**src/servo_switch_pkg.sv**
```systemverilog
// constants, command and status types for the memory-switch control block
package servo_switch_pkg;

    localparam logic [5:0] PIDX_MODE_LEVEL = 6'd7;
    localparam logic [5:0] PIDX_FWD_LIMIT = 6'd30;
    localparam logic [5:0] PIDX_REV_LIMIT = 6'd31;
    localparam logic [5:0] PIDX_AXIS_ID = 6'd35;
    localparam logic [5:0] PIDX_SWITCH_A = 6'd36;
    localparam logic [5:0] PIDX_SWITCH_B = 6'd37;
    localparam logic [5:0] PIDX_ALLOC_A = 6'd38;
    localparam logic [5:0] PIDX_ALLOC_B = 6'd39;

    localparam logic [15:0] SWITCH_A_RESET = 16'h0000;
    localparam logic [15:0] SWITCH_B_RESET = 16'h0000;
    localparam logic [15:0] ALLOC_RESET = 16'h0000;
    localparam logic [15:0] MODE_LEVEL_RESET = 16'h0000;
    localparam logic signed [31:0] LIMIT_RESET = 32'sh0000_0000;
    localparam logic [6:0] AXIS_ID_RESET = 7'h01;
    localparam logic [6:0] AXIS_BROADCAST = 7'h63;

    localparam int SA_HOME_DIR = 0;
    localparam int SA_HOME_METHOD = 1;
    localparam int SA_ABS_SENSOR = 2;
    localparam int SA_PULSE_TRAIN = 3;
    localparam int SA_TOL_LSB = 4;
    localparam int SA_NEED_AXIS = 8;
    localparam int SA_FAULT_REPLY = 9;
    localparam int SA_ACK_REPLY = 10;
    localparam int SA_ECHO = 11;
    localparam int SA_MODE_LSB = 12;
    localparam int SA_REL_ACTUAL = 14;
    localparam int SB_EN_MASK = 0;
    localparam int SB_OT_MASK = 1;
    localparam int SB_EXT_JOG = 2;
    localparam int SB_CLR_MASK = 3;
    localparam int SB_DEC_INV = 4;
    localparam int SB_SPECIAL_LSB = 6;
    localparam int SB_OUT_MASK_LSB = 8;
    localparam int SB_OUT_INV_LSB = 12;
    localparam logic [1:0] SPECIAL_ON = 2'h1;

    typedef enum logic [3:0] {
        CMD_OTHER = 4'h0,
        CMD_MOTION_BEGIN = 4'h1,
        CMD_HOME_SEEK = 4'h2,
        CMD_WARM_REBOOT = 4'h3,
        CMD_STATUS_FORCE = 4'h4,
        CMD_PARAM_WRITE = 4'h5,
        CMD_DRIVE_DISABLE = 4'h6,
        CMD_DRIVE_ENABLE = 4'h7,
        CMD_FAULT_CLEAR = 4'h8
    } cmd_kind_t;

    typedef enum logic [1:0] {
        HOME_METHOD0 = 2'h0,
        HOME_FINAL_OFFSET = 2'h1,
        HOME_METHOD1 = 2'h2
    } home_action_t;

    typedef enum logic [1:0] {
        REPLY_NONE = 2'h0,
        REPLY_ACK = 2'h1,
        REPLY_FAULT = 2'h2
    } reply_kind_t;

    typedef struct packed {
        cmd_kind_t kind;
        logic hasAxis;
        logic [6:0] axisId;
        logic malformed;
        logic signed [31:0] target;
        logic [5:0] paramIndex;
        logic [31:0] paramData;
    } command_t;

    typedef struct packed {
        reply_kind_t kind;
        logic echo;
    } reply_t;

    typedef struct packed {
        logic homeDirNeg;
        home_action_t homeAction;
        logic absSensor;
        logic pulseTrainOn;
        logic [1:0] modeSource;
        logic relFromActual;
        logic specialInputsEn;
        logic [19:0] allocCodes;
    } config_t;

    typedef struct packed {
        logic fault;
        logic brake;
        logic inPosition;
        logic currentLimiting;
    } status_t;

endpackage

```
**src/servo_memory_switch_control.sv**
```systemverilog
// memory-switch command interpreter, input masking and status output logic
`timescale 1ns/1ps
// Overview of operation
// - motion begin refused when target lies outside forward or reverse soft limits
// - jog motion stops at the applicable soft limit
// - act on commands carrying own axis identifier 01 to 98, and on unaddressed or id 99 commands as bit 8 selects
// - switch-A bit 0 homing direction, absolute sensor only with bit 1
// - switch-A bit 1 picks homing method 0/final offset or method 1
// - switch-A bit 2 selects incremental or absolute sensor
// - switch-A bit 3 enables x4 quadrature reference, one count per unit
// - reference pulses ignored during serial motion or jog, error counter untouched
// - absolute sensor per-revolution count checked against switch-A bits 7..4
// - switch-A bit 8 discards unaddressed commands, id 99 broadcasts
// - switch-A bit 9 addressed axis replies fault notice on receive error
// - switch-A bit 10 acknowledges every good command except warm reboot
// - switch-A bit 11 addressed axis echoes command text after reply
// - switch-A bits 13..12 select mode-switch detection source
// - switch-A bit 14 selects relative move origin during current limit
// - switch-B bits 0 and 3 mask drive-enable and fault-clear inputs
// - switch-B bit 1 masks both travel-limit inputs
// - switch-B bit 2 turns clamp inputs into jog, proportional input picks speed
// - switch-B bit 4 inverts slowdown input during homing
// - switch-B bits 7..6 = 01 enable special inputs, host masks overlaps
// - switch-B bits 8..11 hand status outputs to the status-force bits
// - special inputs take 4-bit function codes from the allocation words
module servo_memory_switch_control
    import servo_switch_pkg::*;
(
    input wire logic core_clk,
    input wire logic rst_n,
    input wire logic ce,
    input wire logic cmdValid,
    input wire command_t cmd,
    input wire logic signed [31:0] actualPos,
    input wire logic motionDone,
    input wire logic homeDone,
    input wire logic encStep,
    input wire logic [15:0] pulsesPerRev,
    input wire status_t statusRaw,
    input wire logic fwdTravelLimitPin,
    input wire logic revTravelLimitPin,
    input wire logic fwdCurrentClampPin,
    input wire logic revCurrentClampPin,
    input wire logic proportionalSelectPin,
    input wire logic driveEnablePin,
    input wire logic faultClearPin,
    input wire logic slowdownSwitchPin,
    input wire logic refPhaseAPin,
    input wire logic refPhaseBPin,
    input wire logic indexPin,
    output logic replyValid,
    output reply_t reply,
    output logic motionStart,
    output logic homeSeekStart,
    output logic faultClearReq,
    output logic driveEnable,
    output logic fwdAllowed,
    output logic revAllowed,
    output logic manualFwdMove,
    output logic manualRevMove,
    output logic altManualSpeedSelect,
    output logic slowdownEffective,
    output logic cycleCountFault,
    output logic signed [31:0] refCount,
    output logic [15:0] modeSwitchLevel,
    output config_t cfg,
    output status_t statusOut
);

    localparam int NPINS = 11;

    logic [NPINS-1:0] pinMeta;
    logic [NPINS-1:0] pinSync;
    logic [NPINS-1:0] next_pinMeta;
    logic [NPINS-1:0] next_pinSync;
    logic [15:0] shadowA, shadowB, shadowAllocA, shadowAllocB;
    logic [15:0] swA, swB, allocA, allocB;
    logic signed [31:0] fwdLimit, revLimit;
    logic [6:0] axisId;
    logic [3:0] forceBits;
    logic serialEnable, serialMoving, homing, prevA, prevB, prevIndex, prevClear, indexSeen;
    logic [15:0] revPulses;
    logic [15:0] next_shadowA, next_shadowB, next_shadowAllocA, next_shadowAllocB;
    logic [15:0] next_swA, next_swB, next_allocA, next_allocB, next_modeSwitchLevel;
    logic signed [31:0] next_fwdLimit, next_revLimit, next_refCount;
    logic [6:0] next_axisId;
    logic [3:0] next_forceBits;
    logic next_serialEnable, next_serialMoving, next_homing;
    logic next_prevA, next_prevB, next_prevIndex, next_prevClear, next_indexSeen;
    logic [15:0] next_revPulses;
    logic next_replyValid, next_motionStart, next_homeSeekStart, next_faultClearReq;
    logic next_driveEnable, next_fwdAllowed, next_revAllowed;
    logic next_manualFwdMove, next_manualRevMove, next_altManualSpeedSelect;
    logic next_slowdownEffective, next_cycleCountFault;
    reply_t next_reply;
    config_t next_cfg;
    status_t next_statusOut;

    logic fwdLimPin, revLimPin, fwdClampPin, revClampPin, propPin, enPin, clrPin, decPin;
    logic refA, refB, idx;
    logic forMe, designated, limitsOn, outOfRange, receiveError, accepted;
    logic jogActive, fwdRoom, revRoom, refChanged, refUp;
    logic signed [16:0] revDiff;
    logic [16:0] revDev;
    logic [3:0] revTol;

    assign {fwdLimPin, revLimPin, fwdClampPin, revClampPin, propPin, enPin, clrPin, decPin,
            refA, refB, idx} = pinSync;

    // two-stage synchroniser for every pin; stage one is only read by stage two
    always_comb
    begin
        next_pinMeta = {fwdTravelLimitPin, revTravelLimitPin, fwdCurrentClampPin,
                        revCurrentClampPin, proportionalSelectPin, driveEnablePin,
                        faultClearPin, slowdownSwitchPin, refPhaseAPin, refPhaseBPin, indexPin};
        next_pinSync = pinMeta;
    end

    always_comb
    begin
        next_shadowA = shadowA;
        next_shadowB = shadowB;
        next_shadowAllocA = shadowAllocA;
        next_shadowAllocB = shadowAllocB;
        next_swA = swA;
        next_swB = swB;
        next_allocA = allocA;
        next_allocB = allocB;
        next_modeSwitchLevel = modeSwitchLevel;
        next_fwdLimit = fwdLimit;
        next_revLimit = revLimit;
        next_axisId = axisId;
        next_forceBits = forceBits;
        next_serialEnable = serialEnable;
        next_serialMoving = serialMoving && !motionDone;
        next_homing = homing && !homeDone;
        next_prevA = refA;
        next_prevB = refB;
        next_prevIndex = idx;
        next_prevClear = clrPin;
        next_indexSeen = indexSeen;
        next_revPulses = encStep ? revPulses + 16'h0001 : revPulses;
        next_refCount = refCount;
        next_replyValid = 1'b0;
        next_reply = '{kind: REPLY_NONE, echo: 1'b0};
        next_motionStart = 1'b0;
        next_homeSeekStart = 1'b0;
        next_cycleCountFault = cycleCountFault;

        // addressing: own id, or broadcast id 99 / no id depending on bit 8
        if (cmd.hasAxis)
        begin
            forMe = (cmd.axisId == axisId) || (swA[SA_NEED_AXIS] && cmd.axisId == AXIS_BROADCAST);
        end
        else
        begin
            forMe = !swA[SA_NEED_AXIS];
        end
        designated = cmd.hasAxis && (cmd.axisId == axisId);
        // both limits zero means soft limits unused
        limitsOn = (fwdLimit != LIMIT_RESET) || (revLimit != LIMIT_RESET);
        outOfRange = limitsOn && ((cmd.target > fwdLimit) || (cmd.target < revLimit));
        receiveError = cmd.malformed || (cmd.kind == CMD_MOTION_BEGIN &&
                       (!driveEnable || outOfRange));
        accepted = cmdValid && forMe && !receiveError;

        if (cmdValid && forMe && receiveError && designated && swA[SA_FAULT_REPLY])
        begin
            next_replyValid = 1'b1;
            next_reply.kind = REPLY_FAULT;
            next_reply.echo = swA[SA_ECHO];
        end
        else if (accepted && cmd.kind != CMD_WARM_REBOOT && swA[SA_ACK_REPLY])
        begin
            next_replyValid = 1'b1;
            next_reply.kind = REPLY_ACK;
            next_reply.echo = swA[SA_ECHO] && designated;
        end

        if (accepted)
        begin
            case (cmd.kind)
                CMD_MOTION_BEGIN:
                begin
                    next_motionStart = 1'b1;
                    next_serialMoving = 1'b1;
                end
                CMD_HOME_SEEK:
                begin
                    next_homeSeekStart = 1'b1;
                    next_homing = 1'b1;
                end
                CMD_STATUS_FORCE: next_forceBits = cmd.paramData[3:0];
                CMD_DRIVE_DISABLE: next_serialEnable = 1'b0;
                CMD_DRIVE_ENABLE: next_serialEnable = 1'b1;
                CMD_FAULT_CLEAR: next_cycleCountFault = 1'b0;
                CMD_PARAM_WRITE:
                begin
                    // switch words are held in shadow until warm reboot
                    if (cmd.paramIndex == PIDX_SWITCH_A)
                        next_shadowA = cmd.paramData[15:0];
                    else if (cmd.paramIndex == PIDX_SWITCH_B)
                        next_shadowB = cmd.paramData[15:0];
                    else if (cmd.paramIndex == PIDX_ALLOC_A)
                        next_shadowAllocA = cmd.paramData[15:0];
                    else if (cmd.paramIndex == PIDX_ALLOC_B)
                        next_shadowAllocB = cmd.paramData[15:0];
                    else if (cmd.paramIndex == PIDX_FWD_LIMIT)
                        next_fwdLimit = cmd.paramData;
                    else if (cmd.paramIndex == PIDX_REV_LIMIT)
                        next_revLimit = cmd.paramData;
                    else if (cmd.paramIndex == PIDX_AXIS_ID)
                        next_axisId = cmd.paramData[6:0];
                    else if (cmd.paramIndex == PIDX_MODE_LEVEL)
                        next_modeSwitchLevel = cmd.paramData[15:0];
                end
                CMD_WARM_REBOOT:
                begin
                    next_swA = shadowA;
                    next_swB = shadowB;
                    next_allocA = shadowAllocA;
                    next_allocB = shadowAllocB;
                    next_serialMoving = 1'b0;
                    next_homing = 1'b0;
                    next_forceBits = 4'h0;
                    next_cycleCountFault = 1'b0;
                    next_indexSeen = 1'b0;
                    next_refCount = 32'sh0000_0000;
                end
                default: next_forceBits = forceBits;
            endcase
        end

        // drive enable and travel-limit masking
        next_driveEnable = swB[SB_EN_MASK] ? serialEnable : enPin;
        next_fwdAllowed = swB[SB_OT_MASK] || fwdLimPin;
        next_revAllowed = swB[SB_OT_MASK] || revLimPin;
        next_faultClearReq = (accepted && cmd.kind == CMD_FAULT_CLEAR) ||
                             (!swB[SB_CLR_MASK] && clrPin && !prevClear);
        if (!swB[SB_CLR_MASK] && clrPin && !prevClear)
            next_cycleCountFault = 1'b0;

        // jog from clamp inputs; stops at soft limit and at travel limit
        fwdRoom = !limitsOn || (actualPos < fwdLimit);
        revRoom = !limitsOn || (actualPos > revLimit);
        next_manualFwdMove = swB[SB_EXT_JOG] && fwdClampPin && fwdRoom && next_fwdAllowed;
        next_manualRevMove = swB[SB_EXT_JOG] && revClampPin && revRoom && next_revAllowed;
        next_altManualSpeedSelect = swB[SB_EXT_JOG] && propPin;
        jogActive = manualFwdMove || manualRevMove;
        next_slowdownEffective = (homing && swB[SB_DEC_INV]) ? !decPin : decPin;

        // x4 quadrature: an edge of one phase alone is one unit; edges of both phases in one cycle count nothing
        refChanged = (refA != prevA) ^ (refB != prevB);
        refUp = prevA ^ refB;
        if (swA[SA_PULSE_TRAIN] && refChanged && !serialMoving && !jogActive)
            next_refCount = refUp ? refCount + 32'sh0000_0001 : refCount - 32'sh0000_0001;

        // per-revolution count check between index pulses, absolute sensor only
        revTol = swA[SA_TOL_LSB +: 4];
        revDiff = $signed({1'b0, revPulses}) - $signed({1'b0, pulsesPerRev});
        revDev = revDiff[16] ? 17'(-revDiff) : 17'(revDiff);
        if (idx && !prevIndex)
        begin
            next_revPulses = 16'h0000;
            next_indexSeen = 1'b1;
            // first index only starts the count, nothing to compare yet
            if (indexSeen && swA[SA_ABS_SENSOR] && revTol != 4'h0 && revDev > {13'h0, revTol})
                next_cycleCountFault = 1'b1;
        end

        next_cfg.homeDirNeg = swA[SA_HOME_DIR] && (!swA[SA_ABS_SENSOR] || swA[SA_HOME_METHOD]);
        if (swA[SA_HOME_METHOD])
            next_cfg.homeAction = HOME_METHOD1;
        else if (swA[SA_ABS_SENSOR])
            next_cfg.homeAction = HOME_FINAL_OFFSET;
        else
            next_cfg.homeAction = HOME_METHOD0;
        next_cfg.absSensor = swA[SA_ABS_SENSOR];
        next_cfg.pulseTrainOn = swA[SA_PULSE_TRAIN];
        next_cfg.modeSource = swA[SA_MODE_LSB +: 2];
        next_cfg.relFromActual = swA[SA_REL_ACTUAL];
        next_cfg.specialInputsEn = swB[SB_SPECIAL_LSB +: 2] == SPECIAL_ON;
        // overlapping masks are the host's duty; codes pass through untouched
        next_cfg.allocCodes = next_cfg.specialInputsEn ? {allocB[3:0], allocA} : 20'h00000;

        next_statusOut.fault = (swB[SB_OUT_MASK_LSB] ? forceBits[0] : statusRaw.fault)
                               ^ swB[SB_OUT_INV_LSB];
        next_statusOut.brake = (swB[SB_OUT_MASK_LSB + 1] ? forceBits[1] : statusRaw.brake)
                               ^ swB[SB_OUT_INV_LSB + 1];
        next_statusOut.inPosition = (swB[SB_OUT_MASK_LSB + 2] ? forceBits[2]
                                     : statusRaw.inPosition) ^ swB[SB_OUT_INV_LSB + 2];
        next_statusOut.currentLimiting = (swB[SB_OUT_MASK_LSB + 3] ? forceBits[3]
                                     : statusRaw.currentLimiting) ^ swB[SB_OUT_INV_LSB + 3];
    end

    always_ff @(posedge core_clk)
    begin
        if (!rst_n)
        begin
            pinMeta <= '0;
            pinSync <= '0;
            shadowA <= SWITCH_A_RESET;
            shadowB <= SWITCH_B_RESET;
            shadowAllocA <= ALLOC_RESET;
            shadowAllocB <= ALLOC_RESET;
            swA <= SWITCH_A_RESET;
            swB <= SWITCH_B_RESET;
            allocA <= ALLOC_RESET;
            allocB <= ALLOC_RESET;
            modeSwitchLevel <= MODE_LEVEL_RESET;
            fwdLimit <= LIMIT_RESET;
            revLimit <= LIMIT_RESET;
            axisId <= AXIS_ID_RESET;
            forceBits <= 4'h0;
            serialEnable <= 1'b0;
            serialMoving <= 1'b0;
            homing <= 1'b0;
            prevA <= 1'b0;
            prevB <= 1'b0;
            prevIndex <= 1'b0;
            prevClear <= 1'b0;
            indexSeen <= 1'b0;
            revPulses <= 16'h0000;
            refCount <= 32'sh0000_0000;
            replyValid <= 1'b0;
            reply <= '{kind: REPLY_NONE, echo: 1'b0};
            motionStart <= 1'b0;
            homeSeekStart <= 1'b0;
            faultClearReq <= 1'b0;
            driveEnable <= 1'b0;
            fwdAllowed <= 1'b0;
            revAllowed <= 1'b0;
            manualFwdMove <= 1'b0;
            manualRevMove <= 1'b0;
            altManualSpeedSelect <= 1'b0;
            slowdownEffective <= 1'b0;
            cycleCountFault <= 1'b0;
            cfg <= '0;
            statusOut <= '0;
        end
        else if (ce)
        begin
            pinMeta <= next_pinMeta;
            pinSync <= next_pinSync;
            shadowA <= next_shadowA;
            shadowB <= next_shadowB;
            shadowAllocA <= next_shadowAllocA;
            shadowAllocB <= next_shadowAllocB;
            swA <= next_swA;
            swB <= next_swB;
            allocA <= next_allocA;
            allocB <= next_allocB;
            modeSwitchLevel <= next_modeSwitchLevel;
            fwdLimit <= next_fwdLimit;
            revLimit <= next_revLimit;
            axisId <= next_axisId;
            forceBits <= next_forceBits;
            serialEnable <= next_serialEnable;
            serialMoving <= next_serialMoving;
            homing <= next_homing;
            prevA <= next_prevA;
            prevB <= next_prevB;
            prevIndex <= next_prevIndex;
            prevClear <= next_prevClear;
            indexSeen <= next_indexSeen;
            revPulses <= next_revPulses;
            refCount <= next_refCount;
            replyValid <= next_replyValid;
            reply <= next_reply;
            motionStart <= next_motionStart;
            homeSeekStart <= next_homeSeekStart;
            faultClearReq <= next_faultClearReq;
            driveEnable <= next_driveEnable;
            fwdAllowed <= next_fwdAllowed;
            revAllowed <= next_revAllowed;
            manualFwdMove <= next_manualFwdMove;
            manualRevMove <= next_manualRevMove;
            altManualSpeedSelect <= next_altManualSpeedSelect;
            slowdownEffective <= next_slowdownEffective;
            cycleCountFault <= next_cycleCountFault;
            cfg <= next_cfg;
            statusOut <= next_statusOut;
        end
    end

endmodule // servo_memory_switch_control

```
**config.mk**
```make
export PLATFORM = sky130hd
export DESIGN_NAME = servo_memory_switch_control
export DESIGN_NICKNAME = d
export VERILOG_FILES = /design/src/servo_switch_pkg.sv /design/src/servo_memory_switch_control.sv
export SDC_FILE = /design/constraint.sdc
export NUM_CORES = 1
export LEC_CHECK = 0
export BUFFER_PORTS_ARGS = -buffer_cell sky130_fd_sc_hd__buf_2
export CAP_MARGIN = 30
export CORE_UTILIZATION = 54
export DETAILED_ROUTE_END_ITERATION = 12
export PLACE_DENSITY = 0.8
export SLEW_MARGIN = 20
export SYNTH_ARGS = -nofsm -noshare
export SYNTH_HDL_FRONTEND = slang
export SYNTH_SLANG_ARGS = --single-unit
export TNS_END_PERCENT = 5
```
**constraint.sdc**
```tcl
create_clock -name core_clk -period 5.54 [get_ports core_clk]
set_clock_uncertainty 0.1 [all_clocks]
set_input_delay 0.554 -clock core_clk [delete_from_list [all_inputs] [get_ports core_clk]]
set_output_delay 0.554 -clock core_clk [all_outputs]
set_load 0.005 [all_outputs]
```
-- After elaboration in Yosys (flattened, before gate mapping)
Index checks and enable logic that the tools add are counted.
- bitwise logic cells: 13
- shift operators: 0
- reduce and logical (&&, ||, !) cells: 83
- muxes and demuxes: 39
- eq/ne operators: 22
- div/mod/pow operators: 0
- multiply operators: 0
- add/subtract/negate cells: 5
- $lt $le $gt $ge: 5
- operators with widths (kind ; number):
    2-to-1 mux 32 bit ; 4
    greater-than comparator 32 bit ; 2
    < comparator 32 bit ; 2
    nonzero test 32 bit ; 2
    logical AND 1 bit ; 33
    adder 32 x 2 -> 32 bit, second input constant ; 1
    2-to-1 mux 16 bit ; 2
    subtractor 32 x 2 -> 32 bit, second input constant ; 1
    equality test 6 bit, second input constant ; 5
    2-to-1 mux 1 bit ; 24
    2-to-1 mux 20 bit ; 1
    greater-than comparator 17 x 4 -> 1 bit ; 1
    2-to-1 mux 17 bit ; 1
    negator 17 bit ; 1
    subtractor 16 x 16 -> 17 bit ; 1
    adder 16 x 1 -> 16 bit, second input constant ; 1
    equality test 4 x 3 -> 1 bit, second input constant ; 4
    AND reduction 3 bit ; 5
    nonzero test 2 bit ; 7
    zero test 1 bit ; 13
    equality test 6 x 5 -> 1 bit, second input constant ; 2
    logical OR 1 bit ; 12
    AND reduction 11 bit ; 1
    AND reduction 10 bit ; 1
    24 further kinds ; 40
- memory bits (writable): 0
- word-level logic and storage cells: 218
- bits in latches: 0
- bits in registers: 319
- output and inout port bits: 96
- memories: 0
- ROM bits: 0

-- Depth between registers and ports, before layout
Gate-level depths: netlist of run 1.
- depth after elaboration: 12
- gate-level depth with buffers: 20

-- Least setup slack after synthesis of run 1
No wires, ideal clock.
- path kind: input -> register
- start point: in pulsesPerRev[0]
- end point: reg cycleCountFault
- slack: 1.406 ns
- buffers on the path: 0
- arrival time: 3.903 ns
- stages on the path: 19
- required time: 5.309 ns
- library setup time: 0.131 ns
- cell sequence: ha_1 -> fa_1 -> nand2b_1 -> a21oi_1 -> o22ai_1 -> o31ai_1 -> a221o_1 -> nor2_1 -> a21oi_1 -> ha_1 -> nor2b_1 -> o21ai_0 -> nand2b_1 -> a21oi_1 -> a41oi_1 -> a211oi_1 -> o211ai_1 -> nor4_1 -> a31oi_1
- cells in the longest elaborated chain, start to end: 7
- ends and longest elaborated chain (item ; line ; text):
    from (decl) ; servo_memory_switch_control.sv:38 ; input wire logic [15:0] pulsesPerRev,
    subtractor 16 x 16 -> 17 bit (*) ; servo_memory_switch_control.sv:260 ; revDiff = $signed({1'b0, revPulses}) - $signed({1'b0, pulsesPerRev});
    negator 17 bit ; servo_memory_switch_control.sv:261 ; revDev = revDiff[16] ? 17'(-revDiff) : 17'(revDiff);
    2-to-1 mux 17 bit (*) ; servo_memory_switch_control.sv:261 ;
    greater-than comparator 17 x 4 -> 1 bit (*) ; servo_memory_switch_control.sv:267 ; if (indexSeen && swA[SA_ABS_SENSOR] && revTol != 4'h0 && revDev > {13'h0, revTol})
    logical AND 1 bit (*) ; servo_memory_switch_control.sv:267 ;
    2-to-1 mux 1 bit (*) ; servo_memory_switch_control.sv:267 ;
    2-to-1 mux 1 bit (*) ; servo_memory_switch_control.sv:262 ; if (idx && !prevIndex)
    to (signal assigned) ; servo_memory_switch_control.sv:380 ; cycleCountFault <= next_cycleCountFault;
    to (decl) ; servo_memory_switch_control.sv:63 ; output logic cycleCountFault,
Every way passes the cells marked *; elsewhere a longest branch is shown, timed or not.
A chain may end at the register's enable or synchronous reset.

-- Worst setup path in the final report of run 1
- start point: reg pinSync[1]
- end point: reg refCount[29]
- cells in the longest elaborated chain, start to end: 7
- elaborated cells on any way between the ends: 11
- ends and longest elaborated chain (item ; line ; text):
    from (decl) ; servo_memory_switch_control.sv:73 ; logic [NPINS-1:0] pinSync;
    from (signal assigned) ; servo_memory_switch_control.sv:344 ; pinSync <= next_pinSync;
    inequality test 1 bit ; servo_memory_switch_control.sv:253 ; refChanged = (refA != prevA) ^ (refB != prevB);
    XOR 1 bit ; servo_memory_switch_control.sv:253 ;
    logical AND 1 bit (3 in series) ; servo_memory_switch_control.sv:255 ; if (swA[SA_PULSE_TRAIN] && refChanged && !serialMoving && !jogActive)
    nonzero test 2 bit (no line) ; - ;
    AND reduction 3 bit (no line) ; - ;
    to (signal assigned) ; servo_memory_switch_control.sv:367 ; refCount <= next_refCount;
    to (decl) ; servo_memory_switch_control.sv:64 ; output logic signed [31:0] refCount,
Parallel ways exist; a longest one is shown, timed or not.

==> impl_metrics.json, run 1 <==
{
  "ys_ff_latch": 317,
  "synth_edf_count": 0,
  "hold_ws_ns": 0.183,
  "leakage_uw": 0.00968,
  "cts_tree": "built",
  "drtIter0Drc": 1201,
  "slowest_delay_ns": 0.58,
  "cts_inserted_buffers": 35,
  "clock_latency_ns": 0.53,
  "startpoint": "pinSync[1]",
  "tightest_slew_ns": 0.886,
  "num-fill-cells": 2861,
  "synth_cell_type_count": 85,
  "worstHoldStart": "cmd[31]",
  "drtAntennaViolNets": 0,
  "cts_hold_buf": 0,
  "grt_pass1_vias": 15088,
  "critPathKind": "reg -> reg",
  "grt.overflow.total": 0,
  "ir_worst_vdd_uv": 277,
  "rsz0062_at_grt": "false",
  "top_layer_used": "met5",
  "synth.most_common_cell": "dfxtp_1",
  "ios": 249,
  "grt_usage_pct": 29.4,
  "startpoint_type": "flip-flop",
  "r2r_start": "pinSync[1]",
  "drc": 0,
  "nets": 2641,
  "endpoint_kind": "flip-flop",
  "yosysSeqAreaShare_pct": 35.3,
  "synth_area_leaders": "dfxtp_1, ha_1, mux2i_1",
  "drt-met1-wl_um": 22600,
  "wl_per_cell_um": 18.3,
  "synth_top_area_share_pct": 35.3,
  "p_per_area_nw_per_um2": 253,
  "maxCapViolCount": 0,
  "cts_buffer_depth": 3,
  "fmax_mhz": 214,
  "dieArea_um2": 34000,
  "met2_length_um": 23700,
  "setup_viol": 0,
  "fp.dieW_um": 184,
  "period_needed_ns": 4.67,
  "min_path_type": "in -> reg",
  "wirelength_um": 50900,
  "dp_hpwl_um": 37600,
  "syn_nets": 2432,
  "clkSlewWorstSetupHoldPaths_ns": 0.06,
  "h-tree-depth": 2,
  "port_buffers": 248,
  "ys_warn_count": 0,
  "synth-main-ff-cell": "dfxtp_1",
  "grt_max_degree": 203,
  "outcome": "finished, final reports clean",
  "yosys-top-cells-count": "dfxtp_1, nor2_1, nand2_1",
  "row_count": 66,
  "cp.required_ns": 5.85,
  "place.gp.congestion": 0.981,
  "slowest_stage": "a221oi_1",
  "cp_max_fo": 26,
  "cp_common_cell": "o21ai_0",
  "place_ws_ns": 0.837,
  "r2r_cells": 14,
  "vias": 16066,
  "start_util_pct": 55.1,
  "final_max_slew_viol_count": 0,
  "path_cells": "xor2_1, inv_1, buf_4, ha_1, nor3_1, o21ai_0, a41oi_1, o211ai_1, a221oi_1, o21ai_0, o21a_1, o21ai_0, a2111oi_0, or3_1",
  "vias_per_cell": 5.76,
  "synth_area_um2": 18000,
  "cts.repair.resized": 0,
  "wl_met3_um": 3180,
  "grt_pass1_wl_um": 79200,
  "async_flop_share_pct": 0,
  "firstDrtPassIters": 5,
  "dieHeight_um": 184,
  "setup_tns_ns": 0,
  "yosysTopAreaCell": "dfxtp_1",
  "arrival_ns": 4.98,
  "slew_headroom_pct": 40.9,
  "hold_path_depth": 3,
  "cts_setup_buffers": 0,
  "synth_area_per_cell_um2": 8.56,
  "hold_viol": 0,
  "ctsRootBufferMaster": "clkbuf_16",
  "syn_to_final_growth_pct": 15.5,
  "finalCritPeriodShare_pct": 84.3,
  "postSynthCellCount": 2099,
  "core_area_um2": 32600,
  "drive_gt1_share_pct": 14.8,
  "cts_sinks": 317,
  "antenna_found_initial": 12,
  "fin_ws_ns": 0.868
}
[metal layers]
metal,vias up,global-route usage (%)
met1,7598,38.4
met3,85,4.37
li1,7840,-
met4,2,9.97
met5,-,0
met2,541,49.3
[logic make-up after synthesis]
kind of cell | synth area share [%]
buf+inv | 4.32
simple gates | 20.1
fa+ha+maj | 12.6
flops | 35.3
compound gates | 14.2
xor+xnor | 2.97
mux | 10.5
[critical path, delay by kind of cell, from the launching register on]
kind,cells,cell delay (ns)
adder cells (fa/ha/maj),1,0.29
flip-flops,1,0.36
buffers and inverters,2,0.57
AND/OR/NAND/NOR,2,0.53
AO/OA/AOI/OAI,8,2.25
XOR/XNOR,1,0.43
[flip-flops by register name, summed over array words and instances (netlist names), 3 cells and up]
signal and count:
swB 15, shadowAllocB 4, cfg 29, allocA 16, swA 15, revLimit 32
refCount 32, axisId 7, revPulses 16, pinSync 11, modeSwitchLevel 16, shadowA 15
forceBits 4, shadowAllocA 16, reply 3, next_pinSync 11, allocB 4, statusOut 4
fwdLimit 32, shadowB 15
[area by class of cell]
cell class	count	area [µm²]	share of cell area [%]
multi-input cells	1591	10900	52.3
flip-flops and latches	317	6350	30.6
repair buffers	262	1360	6.56
clock buffers	49	1010	4.86
well taps	442	553	2.67
inverters	101	387	1.86
clock inverters	14	214	1.03
diodes	11	27.5	0.133
[report_power, final]
group | leakage [µW] | total, µW | internal, µW | switching, µW
logic | 0.00653 | 480 | 188 | 292
registers | 0.00256 | 2300 | 2290 | 8.23
clock network | 0.000589 | 2460 | 1480 | 988
[final timing paths]
kind	slack [ns]	endpoint
min reg2reg	0.35	swA[0]
max reg2reg	0.87	refCount[29]
min	0.18	revLimit[31]
max	0.87	refCount[29]
[layout by cell type (no fill, tap or decap), types with 4 or more instances in the layout]
master	n
o31ai_1	12
and2_1	10
o21a_1	18
buf_4	14
inv_1	99
a21o_1	46
a21oi_1	192
nor3_1	15
xnor2_1	29
clkbuf_1	6
ha_1	178
o211ai_1	6
clkinvlp_4	4
a221oi_1	4
a211oi_1	22
nand4b_1	4
nor2b_1	38
or2_2	4
or4_1	6
nand2b_1	19
or3_1	9
dfxtp_1	317
o21bai_1	8
nand2_1	195
nor2_1	276
clkbuf_8	8
nor4_1	30
and3_1	11
xor2_1	32
buf_2	247
bufinv_16	4
nand3_1	58
nand4_1	47
clkbuf_16	35
mux2i_1	187
nand3b_1	7
o21ai_0	51
diode_2	11
a31oi_1	8
[per-stage QoR]
| step | std cells | utilization, % | total power (µW) | area (µm²) |
|---|---|---|---|---|
| 2_1_floorplan | 2099 | - | 2640 | 18000 |
| 3_3_place_gp | 2713 | 59.8 | 2810 | 19500 |
| 3_5_place_dp | 2713 | 59.8 | 2820 | 19500 |
| 4_1_cts | 2776 | 63.5 | 5270 | 20700 |
| 5_1_grt | 2784 | 63.6 | 5420 | 20700 |
| 6_report | 2787 | 63.6 | 5240 | 20800 |
No activity file was read; power rests on OpenSTA's default activity.
==> inputs of run 2 (changes only) <==
--- a/config.mk
+++ b/config.mk
@@ -5,11 +5,12 @@
 export SDC_FILE = /design/constraint.sdc
 export NUM_CORES = 1
 export LEC_CHECK = 0
+export ABC_AREA = 1
 export BUFFER_PORTS_ARGS = -buffer_cell sky130_fd_sc_hd__buf_2
 export CAP_MARGIN = 30
 export CORE_UTILIZATION = 54
 export DETAILED_ROUTE_END_ITERATION = 12
-export PLACE_DENSITY = 0.8
+export PLACE_DENSITY = 0.79
 export SLEW_MARGIN = 20
 export SYNTH_ARGS = -nofsm -noshare
 export SYNTH_HDL_FRONTEND = slang
==> constraint.sdc (replaced) <==
create_clock -name core_clk -period 4.5 [get_ports core_clk]
set_clock_uncertainty 0.1 [all_clocks]
set_input_delay 0.45 -clock core_clk [delete_from_list [all_inputs] [get_ports core_clk]]
set_output_delay 0.45 -clock core_clk [all_outputs]
set_load 0.005 [all_outputs]
==> run 2 against run 1 <==
Wire length grew 10%. Sequential share of layout area shrank 0.97 points. Largest cell class unchanged. Worst setup slack lost 0.096 ns. Register-to-register slack lost 0.096 ns.
==> impl_metrics.json, run 2 <==
{
  "ys_warn_count": 0,
  "grt.busiest_layer": "met2",
  "endpoint_kind": "flip-flop",
  "p_per_area_nw_per_um2": 309,
  "r2r_start": "revPulses[0]",
  "ctsRootBufferMaster": "clkbuf_16",
  "reg_top3": "fwdLimit (32), refCount (32), revLimit (32)",
  "layout_common_cells": "nand2_1, nor2_1, dfxtp_1",
  "cts_inserted_buffers": 35,
  "start_util_pct": 55.4,
  "yosysTopAreaCell": "dfxtp_1",
  "cts_sinks": 317,
  "hold_end": "next_pinSync[6]",
  "syn_nets": 3072,
  "ir_worst_vdd_uv": 277,
  "synth_area_per_cell_um2": 6.83,
  "finalPower_uw": 6620,
  "place.gp.congestion": 0.982,
  "clkSlewWorstSetupHoldPaths_ns": 0.06,
  "slew_headroom_pct": 41.2,
  "period_needed_ns": 3.73,
  "synth.most_common_cell": "nand2_1",
  "cts_buffer_depth": 3,
  "core_area_um2": 33800,
  "final_common_cell": "nand2_1",
  "critPathKind": "reg -> reg",
  "h-tree-depth": 2,
  "leakage_uw": 0.0103,
  "r2r_cells": 28,
  "port_buffers": 248,
  "cts_setup_buffers": 0,
  "synth_area_leaders": "dfxtp_1, ha_1, nand2_1",
  "finalCritPeriodShare_pct": 82.8,
  "antenna_found_initial": 8,
  "wl_per_cell_um": 16.4,
  "cp_max_fo": 6,
  "synth_cell_type_count": 51,
  "drc": 0,
  "rsz0062_at_grt": "false",
  "worstHoldStart": "proportionalSelectPin",
  "drive_gt1_share_pct": 12.6,
  "nets": 3274,
  "timing.rr.end": "cycleCountFault",
  "slowest_stage": "fa_1",
  "dieHeight_um": 188,
  "vias_per_cell": 5.49,
  "instances_no_fill": 3421,
  "grt_use_met1_pct": 41.8,
  "cts_tree": "built",
  "met2_usage_pct": 50.0,
  "dp_hpwl_um": 41500,
  "fp.dieW_um": 188,
  "hold_viol": 0,
  "cts_hold_buf": 0,
  "row_count": 67,
  "grt_pass1_vias": 17742,
  "slowest_delay_ns": 0.38,
  "rrSetupSlack_ns": 0.77,
  "hold_path_depth": 3,
  "cts.repair.resized": 0,
  "grt_max_degree": 152,
  "async_flop_share_pct": 0,
  "synth_area_um2": 18700,
  "setup_viol": 0,
  "yosys-top-cells-count": "nand2_1, nor2_1, dfxtp_1",
  "cp_common_cell": "nand2_1",
  "outcome": "finished, final reports clean",
  "arrival_ns": 4.06,
  "vias": 18781,
  "tightest_slew_ns": 0.880,
  "postSynthCellCount": 2739,
  "grt_util_met3_pct": 5.28,
  "ios": 249,
  "wirelength_um": 56100,
  "synth_top_area_share_pct": 33.9,
  "drtIter0Drc": 1381,
  "ys_ff_latch": 317,
  "drtAntennaViolNets": 0,
  "dieArea_um2": 35400,
  "dp_cells": 3351,
  "grt.overflow.total": 0,
  "synth_edf_count": 0,
  "firstDrtPassIters": 6,
  "yosysSeqAreaShare_pct": 33.9,
  "startpoint_type": "flip-flop",
  "syn_to_final_growth_pct": 14.5,
  "grt_usage_pct": 31.3,
  "final_max_slew_viol_count": 0,
  "setup_tns_ns": 0,
  "fmax_mhz": 268,
  "grt_pass1_wl_um": 90000,
  "cp.required_ns": 4.83,
  "clock_latency_ns": 0.55,
  "min_path_type": "in -> reg",
  "synth-main-ff-cell": "dfxtp_1",
  "maxCapViolCount": 0
}
run 2: cell types whose count changed after synthesis, sizes merged, moves of 74 or more:
cell / delta
mux2i: -183
nand2: +356
o21ai: +172
nor2: +207
a21oi: +74
inv: +179
run 2: power breakdown:
part           internal, µW  switching, µW
combinational           271            511
sequential             2830           18.7
clock                  1750           1230
total                  4860           1760
run 2: layout make-up:
class | instances | area, µm²
diodes | 5 | 12.5
clock buffers | 48 | 995
clock inverters | 16 | 226
fillers | 3127 | 12400
inverters | 279 | 1050
multi-input cells | 2040 | 10800
flip-flops and latches | 317 | 6350
well taps | 448 | 561
repair buffers | 268 | 1430
run 2: worst max path at each step:
stage | start | end | slack (ns)
global route | revPulses[0] | cycleCountFault | 0.37
detailed placement | pulsesPerRev[5] | cycleCountFault | 0.70
finish | revPulses[0] | cycleCountFault | 0.77
CTS | revPulses[0] | cycleCountFault | 0.82
global placement | pulsesPerRev[0] | cycleCountFault | 0.73
floorplan | pinSync[1] | refCount[31] | 0.42
run 2: per-layer routing:
| metal | up-vias | wire [µm] |
|---|---|---|
| met2 | 642 | 25100 |
| met3 | 118 | 3780 |
| met1 | 8586 | 25100 |
| met5 | - | 34 |
| li1 | 9429 | - |
| met4 | 6 | 1950 |
run 2: through the flow:
| step | area, µm² | setup WS [ns] | hold slack, ns | util, % |
|---|---|---|---|---|
| 3_5_place_dp | 20200 | 0.695 | 0.341 | 59.7 |
| 4_1_cts | 21400 | 0.820 | 0.0151 | 63.4 |
| 5_1_grt | 21400 | 0.367 | 0.0378 | 63.4 |
| 6_report | 21400 | 0.772 | 0.0251 | 63.4 |
| 3_3_place_gp | 20200 | 0.731 | 0.333 | 59.7 |
| 2_1_floorplan | 18700 | 0.419 | 0.324 | - |
run 2: logic make-up (layout without fill, tap and decap cells):
family | Yosys count | count (layout) | synth area share [%]
multiplexers | 4 | 4 | 0.214
XOR/XNOR | 24 | 24 | 1.12
flip-flops | 317 | 317 | 33.9
buffers and inverters | 382 | 611 | 8.36
AND/OR/NAND/NOR | 1295 | 1295 | 29.1
AO/OA/AOI/OAI | 537 | 537 | 15.2
adder cells (fa/ha/maj) | 180 | 180 | 12.1
other | 0 | 5 | 0
run 2: critical path: cells and delay by family, from the launching register on:
| kind | cells | cell delay [ns] |
|---|---|---|
| AO/OA/AOI/OAI | 4 | 0.49 |
| adder cells (fa/ha/maj) | 3 | 0.87 |
| flip-flops | 1 | 0.37 |
| XOR/XNOR | 1 | 0.15 |
| AND/OR/NAND/NOR | 15 | 1.18 |
| buffers and inverters | 5 | 0.47 |
